File: config.mk
export PLATFORM = sky130hd
export DESIGN_NAME = srcn_status_bank
export DESIGN_NICKNAME = d
export VERILOG_FILES = /design/src/rtl/srcn_divider.v /design/src/rtl/srcn_status_bank.v /design/src/rtl/srcn_sync.v
export VERILOG_INCLUDE_DIRS = /design/src /design/src/rtl
export SDC_FILE = /design/constraint.sdc
export NUM_CORES = 1
export LEC_CHECK = 0
export ABC_AREA = 1
export ABC_CLOCK_PERIOD_IN_PS = 1800
export BUFFER_PORTS_ARGS = -buffer_cell sky130_fd_sc_hd__buf_2
export CAP_MARGIN = 5
export CORE_MARGIN = 5
export CORE_UTILIZATION = 50
export CTS_BUF_LIST = sky130_fd_sc_hd__clkbuf_4 sky130_fd_sc_hd__clkbuf_8
export CTS_CLUSTER_SIZE = 10
export DETAILED_ROUTE_END_ITERATION = 12
export HOLD_SLACK_MARGIN = 0.03
export PLACE_DENSITY = 0.71
export RECOVER_POWER = 50
export REMOVE_ABC_BUFFERS = 1
export SETUP_SLACK_MARGIN = 0.05
export SYNTH_ARGS = -nofsm -noshare
export SYNTH_HDL_FRONTEND = slang
export SYNTH_SLANG_ARGS = --single-unit
File: constraint.sdc
create_clock -name clk -period 1.8 [get_ports clk]
set_input_delay 0.18 -clock clk [delete_from_list [all_inputs] [get_ports clk]]
set_output_delay 0.18 -clock clk [all_outputs]
set_load 0.02 [all_outputs]
File: src/rtl/srcn_consts.vh
// Constants of the status and rolling counter register bank.
// Included by the status bank design file only; definitions only.
`ifndef SRCN_CONSTS_VH
`define SRCN_CONSTS_VH

// Register addresses, 8-bit register space
`define SRCN_ADDR_TICK      8'h00
`define SRCN_ADDR_SUMMARY   8'h01
`define SRCN_ADDR_SUPPLY    8'h02
`define SRCN_ADDR_MEMTHERM  8'h03
`define SRCN_ADDR_LINK      8'h04

// Reset values
`define SRCN_TICK_RESET     8'h00

// Summary status bit positions
`define SRCN_SUM_DSP        7
`define SRCN_SUM_LINK       5
`define SRCN_SUM_MEMTHERM   4
`define SRCN_SUM_SUPPLY     3
`define SRCN_SUM_TEST       2
`define SRCN_SUM_RESET      1
`define SRCN_SUM_INIT       0

// Supply fault bit positions
`define SRCN_SUP_MAIN       7
`define SRCN_SUP_ANALOG     3
`define SRCN_SUP_DIGITAL    2
`define SRCN_SUP_MEMORY     1
`define SRCN_SUP_SEAL       0

// Timing: clock, prescale ratio, tick period
`define SRCN_CLK_HZ         50000000
`define SRCN_PRESCALE_DIV   1000
`define SRCN_TICK_US        100
// Cycles per rolling tick, derived from clock rate and tick period
`define SRCN_TICK_CYCLES    ((`SRCN_CLK_HZ / 1000000) * `SRCN_TICK_US)
// Clock cycles per oscillator enable, one tick per prescaler period
`define SRCN_OSC_CYCLES     (`SRCN_TICK_CYCLES / `SRCN_PRESCALE_DIV)
// Supply recovery time, microseconds, default of the recovery parameter
`define SRCN_RECOVERY_US    100
`define SRCN_RECOVERY_CYC   ((`SRCN_CLK_HZ / 1000000) * `SRCN_RECOVERY_US)
// Sensor data valid delay after reset, cycles
`define SRCN_DATA_VALID_CYC 5000

`endif

File: src/rtl/srcn_divider.v
// Enable divider: one-cycle pulse every RATIO cycles of enIn.
// Assumes a single clock; enIn is a same-domain enable.
`timescale 1ns/1ps
`default_nettype none
module srcn_divider #(
  parameter integer WIDTH = 10,
  parameter integer RATIO = 1000
) (
  input  wire  clk,
  input  wire  rst_b,
  input  wire  enIn,
  output reg   enOut
);

  reg  [WIDTH-1:0] count;

  ////////////////////////////////////////////////////////////////////////
  // Count enables, pulse on the last one and restart
  always @(posedge clk or negedge rst_b) begin
    if (!rst_b) begin
      count <= {WIDTH{1'b0}};
      enOut <= 1'b0;
    end else begin
      enOut <= 1'b0;
      if (enIn) begin
        if (count == RATIO[WIDTH-1:0] - 1'b1) begin
          count <= {WIDTH{1'b0}};
          enOut <= 1'b1;
        end else begin
          count <= count + 1'b1;
        end
      end
    end
  end

endmodule // srcn_divider
`default_nettype wire

File: src/rtl/srcn_status_bank.v
// Housekeeping register bank: rolling counter, summary and supply status.
// Assumes a host interface engine presents reads as a one-cycle strobe
// with an 8-bit address, on clk; fault monitor inputs are asynchronous.
//
// Notes on behaviour
// - 8-bit counter via divide-by-1000 prescaler
// - Counter steps each 100 us, wraps
// - Counter readable at address zero, resets zero
// - Summary and supply registers readable, read-only, both modes
// - Bit 7 ORs three self-test flags
// - Bit 5 mirrors link status register
// - Bit 4 ORs memory/thermal latch and write-active flag
// - Bit 3 ORs supply fault flags
// - Bit 2 follows test mode state
// - Bit 1 set on reset, read clears
// - Bit 0 set on reset until data valid
// - Supply bit 7 flags main supply low
// - Supply bit 3 flags analog regulator
// - Supply bit 2 flags digital regulator
// - Supply bit 1 flags memory regulator
// - Supply bit 0 flags edge seal break
// - Shared recovery timer reloads on fault
// - Clearing follows the report-off control bit
// - Link fault set on mismatch in SPI mode only, read clears
// - Write-active flag tracks memory write
`timescale 1ns/1ps
`default_nettype none
`include "srcn_consts.vh"
module srcn_status_bank #(
  parameter integer TICK_BITS     = 8,
  parameter integer PRESCALE_BITS = 10,
  parameter integer PRESCALE_DIV  = `SRCN_PRESCALE_DIV,
  parameter integer OSC_DIV       = `SRCN_OSC_CYCLES,
  parameter integer RECOVERY_CYC  = `SRCN_RECOVERY_CYC,
  parameter integer DATA_VALID_CYC = `SRCN_DATA_VALID_CYC
) (
  input  wire        clk,
  input  wire        rst_b,
  input  wire        regRead,
  input  wire        regWrite,
  input  wire [7:0]  regAddr,
  input  wire [7:0]  regWrData,
  output reg  [7:0]  regRdData,
  input  wire        statusSent,
  input  wire [7:0]  statusSentBits,
  input  wire        selftestUnfinished,
  input  wire        commonModeFault,
  input  wire        selftestFault,
  input  wire        linkMismatchEvent,
  input  wire        spiMode,
  input  wire        memThermalEvent,
  input  wire        memWriteActive,
  input  wire        testEnter,
  input  wire        testExit,
  input  wire        powerFaultReportOff,
  input  wire        mainSupplyLowPin,
  input  wire        analogRegFaultPin,
  input  wire        digitalRegFaultPin,
  input  wire        memoryRegFaultPin,
  input  wire        edgeSealBreakPin,
  output wire        supplyFaultAny,
  output wire        dataValid
);

  ////////////////////////////////////////////////////////////////////////
  // Declarations
  reg  [TICK_BITS-1:0] tickValue;
  wire                 oscEn;
  wire                 tickEn;
  wire [4:0]           supplyRaw;
  reg  [4:0]           supplyFlags;
  reg  [4:0]           next_supplyFlags;
  reg  [31:0]          recoveryCount;
  reg                  linkFaultFlag;
  reg                  memThermalLatched;
  reg                  testStateActive;
  reg                  resetOccurredFlag;
  reg                  initInProgressFlag;
  reg  [31:0]          initCount;
  wire                 readSummary;
  wire                 readLink;
  wire                 readSupply;
  wire                 readMemThermal;
  wire [7:0]           summaryValue;
  wire [7:0]           supplyValue;
  wire                 dspFaultSummary;

  // Any bit of a vector set
  function anySet;
    input [7:0] v;
    begin
      anySet = |v;
    end
  endfunction

  // Host read of one address; a write cycle never counts as a read,
  // so a host write cannot disturb any clear-on-read state
  function readHit;
    input       rd;
    input       wr;
    input [7:0] addr;
    input [7:0] target;
    begin
      readHit = rd & ~wr & (addr == target);
    end
  endfunction

  ////////////////////////////////////////////////////////////////////////
  // Prescaler chain: oscillator enable, then divide by 1000
  // The first stage stands in for the primary oscillator: it turns the
  // system clock into one enable per oscillator period. The second
  // stage is the 10-bit prescaler proper.
  srcn_divider #(
    .WIDTH (PRESCALE_BITS),
    .RATIO (OSC_DIV)
  ) u_oscDiv (
    .clk   (clk),
    .rst_b (rst_b),
    .enIn  (1'b1),
    .enOut (oscEn)
  );

  srcn_divider #(
    .WIDTH (PRESCALE_BITS),
    .RATIO (PRESCALE_DIV)
  ) u_prescale (
    .clk   (clk),
    .rst_b (rst_b),
    .enIn  (oscEn),
    .enOut (tickEn)
  );

  // step and wrap
  // Natural 8-bit overflow gives the wrap, so no compare is needed
  // No hold register: the value is a single byte and cannot tear
  // between the read strobe and the registered read data
  always @(posedge clk or negedge rst_b) begin
    if (!rst_b) begin
      tickValue <= `SRCN_TICK_RESET;
    end else if (tickEn) begin
      tickValue <= tickValue + 1'b1;
    end
  end

  ////////////////////////////////////////////////////////////////////////
  // Supply monitors arrive from analog comparators: synchronise first
  // Limitation: a pin glitch shorter than one clock may be missed;
  // the comparators are expected to stretch their own outputs
  srcn_sync #(
    .WIDTH (5)
  ) u_supplySync (
    .clk   (clk),
    .rst_b (rst_b),
    .dIn   ({mainSupplyLowPin, analogRegFaultPin, digitalRegFaultPin,
             memoryRegFaultPin, edgeSealBreakPin}),
    .dOut  (supplyRaw)
  );

  // shared recovery timer
  // One timer for all bits, so a flapping bit keeps every flag held
  // The counter is wide enough that any recovery length fits
  always @(posedge clk or negedge rst_b) begin
    if (!rst_b) begin
      recoveryCount <= 32'h0000_0000;
    end else if (anySet({3'b000, supplyRaw})) begin
      recoveryCount <= RECOVERY_CYC;
    end else if (recoveryCount != 32'h0000_0000) begin
      recoveryCount <= recoveryCount - 32'h0000_0001;
    end
  end

  // clear policy
  // Report-off set: flags follow the monitors after recovery.
  // Report-off clear: flags stay until the timer expires and the register is read.
  always @* begin
    next_supplyFlags = supplyFlags | supplyRaw;
    if (recoveryCount == 32'h0000_0000 && !anySet({3'b000, supplyRaw})) begin
      if (powerFaultReportOff) begin
        next_supplyFlags = 5'h00;
      end else if (readSupply) begin
        next_supplyFlags = 5'h00;
      end
    end
  end

  always @(posedge clk or negedge rst_b) begin
    if (!rst_b) begin
      supplyFlags <= 5'h00;
    end else begin
      supplyFlags <= next_supplyFlags;
    end
  end

  // Supply register layout, reserved bits read as zero
  assign supplyValue = {supplyFlags[4], 3'b000, supplyFlags[3:0]};
  assign supplyFaultAny = anySet(supplyValue) & ~initInProgressFlag;

  ////////////////////////////////////////////////////////////////////////
  // Read strobes for clear-on-read registers
  // writes decode to nothing
  assign readSummary    = readHit(regRead, regWrite, regAddr, `SRCN_ADDR_SUMMARY);
  assign readLink       = readHit(regRead, regWrite, regAddr, `SRCN_ADDR_LINK);
  assign readSupply     = readHit(regRead, regWrite, regAddr, `SRCN_ADDR_SUPPLY);
  assign readMemThermal = readHit(regRead, regWrite, regAddr, `SRCN_ADDR_MEMTHERM);

  // link fault, set wins over clear
  // Only SPI transfers compare the echoed output, so in I2C mode
  // a mismatch event cannot raise the flag
  always @(posedge clk or negedge rst_b) begin
    if (!rst_b) begin
      linkFaultFlag <= 1'b0;
    end else if (spiMode && linkMismatchEvent) begin
      linkFaultFlag <= 1'b1;
    end else if (readLink || (statusSent && statusSentBits[`SRCN_SUM_LINK])) begin
      linkFaultFlag <= 1'b0;
    end
  end

  // Memory/thermal sticky errors cleared by a read of their register
  always @(posedge clk or negedge rst_b) begin
    if (!rst_b) begin
      memThermalLatched <= 1'b0;
    end else if (memThermalEvent) begin
      memThermalLatched <= 1'b1;
    end else if (readMemThermal) begin
      memThermalLatched <= 1'b0;
    end
  end

  // test mode state
  // Enter wins over exit so a collision leaves test mode visible
  always @(posedge clk or negedge rst_b) begin
    if (!rst_b) begin
      testStateActive <= 1'b0;
    end else if (testEnter) begin
      testStateActive <= 1'b1;
    end else if (testExit) begin
      testStateActive <= 1'b0;
    end
  end

  // reset flag, set wins is moot: only reset sets it
  always @(posedge clk or negedge rst_b) begin
    if (!rst_b) begin
      resetOccurredFlag <= 1'b1;
    end else if (readSummary ||
                 (statusSent && statusSentBits[`SRCN_SUM_RESET])) begin
      resetOccurredFlag <= 1'b0;
    end
  end

  // init flag drops when data valid delay ends
  // The counter stops at the end so it cannot wrap and re-arm
  always @(posedge clk or negedge rst_b) begin
    if (!rst_b) begin
      initCount          <= 32'h0000_0000;
      initInProgressFlag <= 1'b1;
    end else if (initInProgressFlag) begin
      if (initCount >= DATA_VALID_CYC - 1) begin
        initInProgressFlag <= 1'b0;
      end else begin
        initCount <= initCount + 32'h0000_0001;
      end
    end
  end
  assign dataValid = ~initInProgressFlag;

  ////////////////////////////////////////////////////////////////////////
  // Summary register assembly
  // Bit 6 is reserved and reads zero; the position macros record
  // the layout that the concatenation below follows
  // self-test summary
  assign dspFaultSummary = selftestUnfinished | commonModeFault | selftestFault;

  assign summaryValue = {
    dspFaultSummary,
    1'b0,
    linkFaultFlag,
    memThermalLatched | memWriteActive,
    anySet(supplyValue),
    testStateActive,
    resetOccurredFlag,
    initInProgressFlag
  };

  ////////////////////////////////////////////////////////////////////////
  // read mux, registered data
  // Unmapped addresses read zero; writes never reach storage
  // Read data is registered so the host engine has a full cycle
  // to move it onto its shift register
  always @(posedge clk or negedge rst_b) begin
    if (!rst_b) begin
      regRdData <= 8'h00;
    end else if (regRead) begin
      case (regAddr)
        `SRCN_ADDR_TICK:    regRdData <= tickValue;
        `SRCN_ADDR_SUMMARY: regRdData <= summaryValue;
        `SRCN_ADDR_SUPPLY:  regRdData <= supplyValue;
        default:            regRdData <= 8'h00;
      endcase
    end
  end

endmodule // srcn_status_bank
`default_nettype wire

File: src/rtl/srcn_sync.v
// Two flip-flop synchroniser for a vector of level inputs from pins.
// Assumes each bit is a slow level; no multi-bit coherency is kept.
`timescale 1ns/1ps
`default_nettype none
module srcn_sync #(
  parameter integer WIDTH = 8
) (
  input  wire             clk,
  input  wire             rst_b,
  input  wire [WIDTH-1:0] dIn,
  output reg  [WIDTH-1:0] dOut
);

  reg  [WIDTH-1:0] stage1;

  ////////////////////////////////////////////////////////////////////////
  // First stage feeds only the second
  always @(posedge clk or negedge rst_b) begin
    if (!rst_b) begin
      stage1 <= {WIDTH{1'b0}};
      dOut   <= {WIDTH{1'b0}};
    end else begin
      stage1 <= dIn;
      dOut   <= stage1;
    end
  end

endmodule // srcn_sync
`default_nettype wire

==> flow_metrics.tcl <==
set metrics [dict create \
    status "complete, no violations" \
    hp-start "memWriteActive" \
    area_growth_pct 17.6 \
    r2r_start "recoveryCount[0]" \
    yosysUniqueCellTypes 40 \
    initial_utilization_pct 51.2 \
    dieArea_sq_um 14600 \
    clockPowerShare_pct 48.1 \
    switching_share_pct 21.6 \
    ant_nets 0 \
    ys_ff_latch 122 \
    cp-end-kind "flip-flop" \
    synth_top_cell_area_share_pct 48.9 \
    fin_crit_sh_pct 95.1 \
    fin_ws_ps 89.0 \
    critPathRequiredTime_ps 2130 \
    nets 895 \
    cts.sinks 122 \
    combPwrFrac_pct 3.3 \
    dr_total_vias 5084 \
    tightest_slew_ps 991 \
    routed_wl_mm 12.9 \
    drtPass1Iterations 5 \
    drive_gt1_share_pct 16.3 \
    io_buffers 39 \
    cp_max_fo 1 \
    grt_max_degree 49 \
    setup_tns_ps 0 \
    fp.dieW_microns 121 \
    power.density_nw_per_um2 789 \
    avgRoutedWirePerCell_microns 12.9 \
    fmax_mhz 584 \
    cp.arrival_ps 2040 \
    synth.cell_area_sq_um 6140 \
    p_int_mw 4.47 \
    numCtsBuffers 17 \
    dp_hpwl_mm 9.15 \
    slew_headroom_pct 33.9 \
    drt-vias-per-instance 5.06 \
    netlist_instances 774 \
    seqPwrFrac_pct 48.6 \
    n_fill_cell 1031 \
    min_to "regRdData[4]" \
    synth.area.top_cells "dfrtp_1 49%, nand2_1 11%, nor2_1 7.7%" \
    drt-initial-drc-count 304 \
    yosys.area.top_type "dfrtp_1" \
    setup_viol 0 \
    grt_pass1_vias 5095 \
    static-leakage-power_nw 3.80 \
    reg2reg_slack_ps 190 \
    boundaryPins 54 \
    ir_drop_uv 482 \
    hold_viol 0 \
    path_clk_slew_ps 70 \
    rows 40 \
    yosysSeqAreaShare_pct 49.7 \
    crit_type "in -> reg" \
    fin_crit_ps 1710 \
    maxCapViolCount 0 \
    hold_path.class "in -> reg" \
    core_area_sq_um 12000 \
    slew_viol_final 0 \
    cts_tree "done" \
    holdPathStages 5 \
    p_sw_mw 1.23 \
    grt.overflow.total 0 \
    fin_skew_ps 11.5 \
    ys.flop_type "dfrtp_1" \
    grt_use_total_pct 19.3 \
    rsz0062_at_grt "true" \
    num_antenna_cells 0 \
    ys_warn_count 0 \
    antenna_found_initial 0 \
    synth-edff-count 0 \
    synth-async-reset-ratio_pct 100 \
    cts_htree_levels 4 \
    reg2reg_to "recoveryCount[26]" \
    place_ws_ps 127 \
    worstSetupStartpointType "input port" \
    avgSynthCellArea_sq_um 7.94 \
    clk_latency_ps 450 \
    cts_max_path_buffers 2 \
    cts_root_buf "clkbuf_8" \
    worst_r2r_path_depth 10 \
    die_h_microns 121 \
    grt_pass1_wl_mm 22.9 \
    drc 0 \
    gp_congestion 0.973 \
]
==> sequential cells by signal, summed over array words and instances (netlist names) <==
name,cells
initCount,32
initInProgressFlag,1
linkFaultFlag,1
memThermalLatched,1
recoveryCount,32
regRdData,8
resetOccurredFlag,1
supplyFlags,5
testStateActive,1
tickValue,8
u_oscDiv.count,10
u_oscDiv.enOut,1
u_prescale.count,10
u_prescale.enOut,1
u_supplySync.dOut,5
u_supplySync.stage1,5
==> worst max-delay path by stage <==
stage,start,endpoint,slack [ps]
final,linkMismatchEvent,linkFaultFlag,90
after global routing,initCount[0],initCount[5],40
after CTS,regRead,linkFaultFlag,100
after detailed placement,recoveryCount[1],recoveryCount[0],130
after global placement,recoveryCount[0],recoveryCount[0],150
after floorplan,recoveryCount[0],recoveryCount[0],140
==> cell usage after synthesis, types with 2 or more instances <==
cell type / instances
clkbuf_1: 21
ha_1: 6
nor2_2: 15
nand4_1: 23
a21o_1: 2
o21ai_0: 9
o21bai_1: 5
nand2_2: 2
nor3_1: 10
and3_1: 2
buf_4: 4
nand3_1: 90
nand2_4: 2
nor2_8: 2
nor3b_1: 2
nor2_4: 3
dfstp_2: 2
o21ai_1: 3
inv_2: 2
nor3_2: 2
xnor2_1: 7
nor2_1: 126
nor4_1: 4
nand2_1: 187
a31oi_1: 2
inv_1: 89
xor2_1: 16
dfrtp_1: 120
or2_2: 5
==> through the flow <==
step	hold WS, ps	util (%)	total power, mW	instance area (sq um)	std cells
after CTS	61.5	60.0	5.76	7210	1004
after detailed placement	199	55.0	2.98	6610	957
after global routing	67.9	60.2	5.93	7230	1005
final	75.7	60.2	5.70	7230	1005
after global placement	198	55.0	2.98	6610	957
after floorplan	-116	-	2.86	6000	746
==> power by group through the flow <==
stage	logic, mW	registers [mW]	clock network [mW]
CTS	0.193	2.77	2.80
global route	0.216	2.77	2.95
detailed placement	0.165	2.82	0
finish	0.188	2.77	2.74
global placement	0.160	2.82	0
floorplan	0.0424	2.82	0
==> cells in the final DEF, fill, tap and decap left out, drive strengths merged <==
master       Yosys  routed
a21o             2       2
a31o             1       1
a31oi            2       2
and3             2       2
buf              7      64
bufinv           0       4
clkbuf          21      23
clkinv           2       7
dfrtp          120     120
dfstp            2       2
dlygate4sd3      0      15
ha               6       6
inv             91      92
mux2             1       1
nand2          192     192
nand3           90      90
nand3b           1       1
nand4           23      23
nor2           146     146
nor3            12      12
nor3b            2       2
nor4             4       4
o211ai           1       1
o21a             1       1
o21ai           12      12
o21bai           5       5
or2              5       5
xnor2            7       7
xor2            16      16
==> worst max-delay path: stages <==
cell           delay [ps]
dlygate4sd3_1         530
buf_2                 120
nand2_1                50
dlygate4sd3_1         560
nand2_1                50
dlygate4sd3_1         550
==> cells by family after synthesis <==
group / share of synthesized area [%]
AND/OR/NAND/NOR: 35.0
flip-flops: 49.7
buffers and inverters: 8.12
AO/OA/AOI/OAI: 2.42
XOR/XNOR: 3.28
adder cells (fa/ha/maj): 1.22
multiplexers: 0.183
==> per-layer routing <==
metal	share of wire (%)	GRT usage, %
met1	46	24.5
met2	49	32.3
met5	0	0
met3	3.7	4.29
met4	1.6	7.22
==> cell type report <==
| type | instances | area, sq um | area share [%] |
|---|---|---|---|
| Inverter | 93 | 362 | 5.00 |
| Tap cell | 147 | 184 | 2.55 |
| Clock inverter | 10 | 165 | 2.29 |
| Timing Repair Buffer | 80 | 573 | 7.93 |
| Multi-Input combinational cell | 531 | 2600 | 36.0 |
| Sequential cell | 122 | 3060 | 42.3 |
| Clock buffer | 22 | 284 | 3.93 |
==> repair_timing <==
item | CTS | global route
endpoints found under the hold margin | 48 | 0
buffers inserted | 0 | 1
resized for setup | 0 | 8
hold buffers | 15 | 0
endpoints found under the setup margin | 0 | 37
No activity file was read; power rests on OpenSTA's default activity.
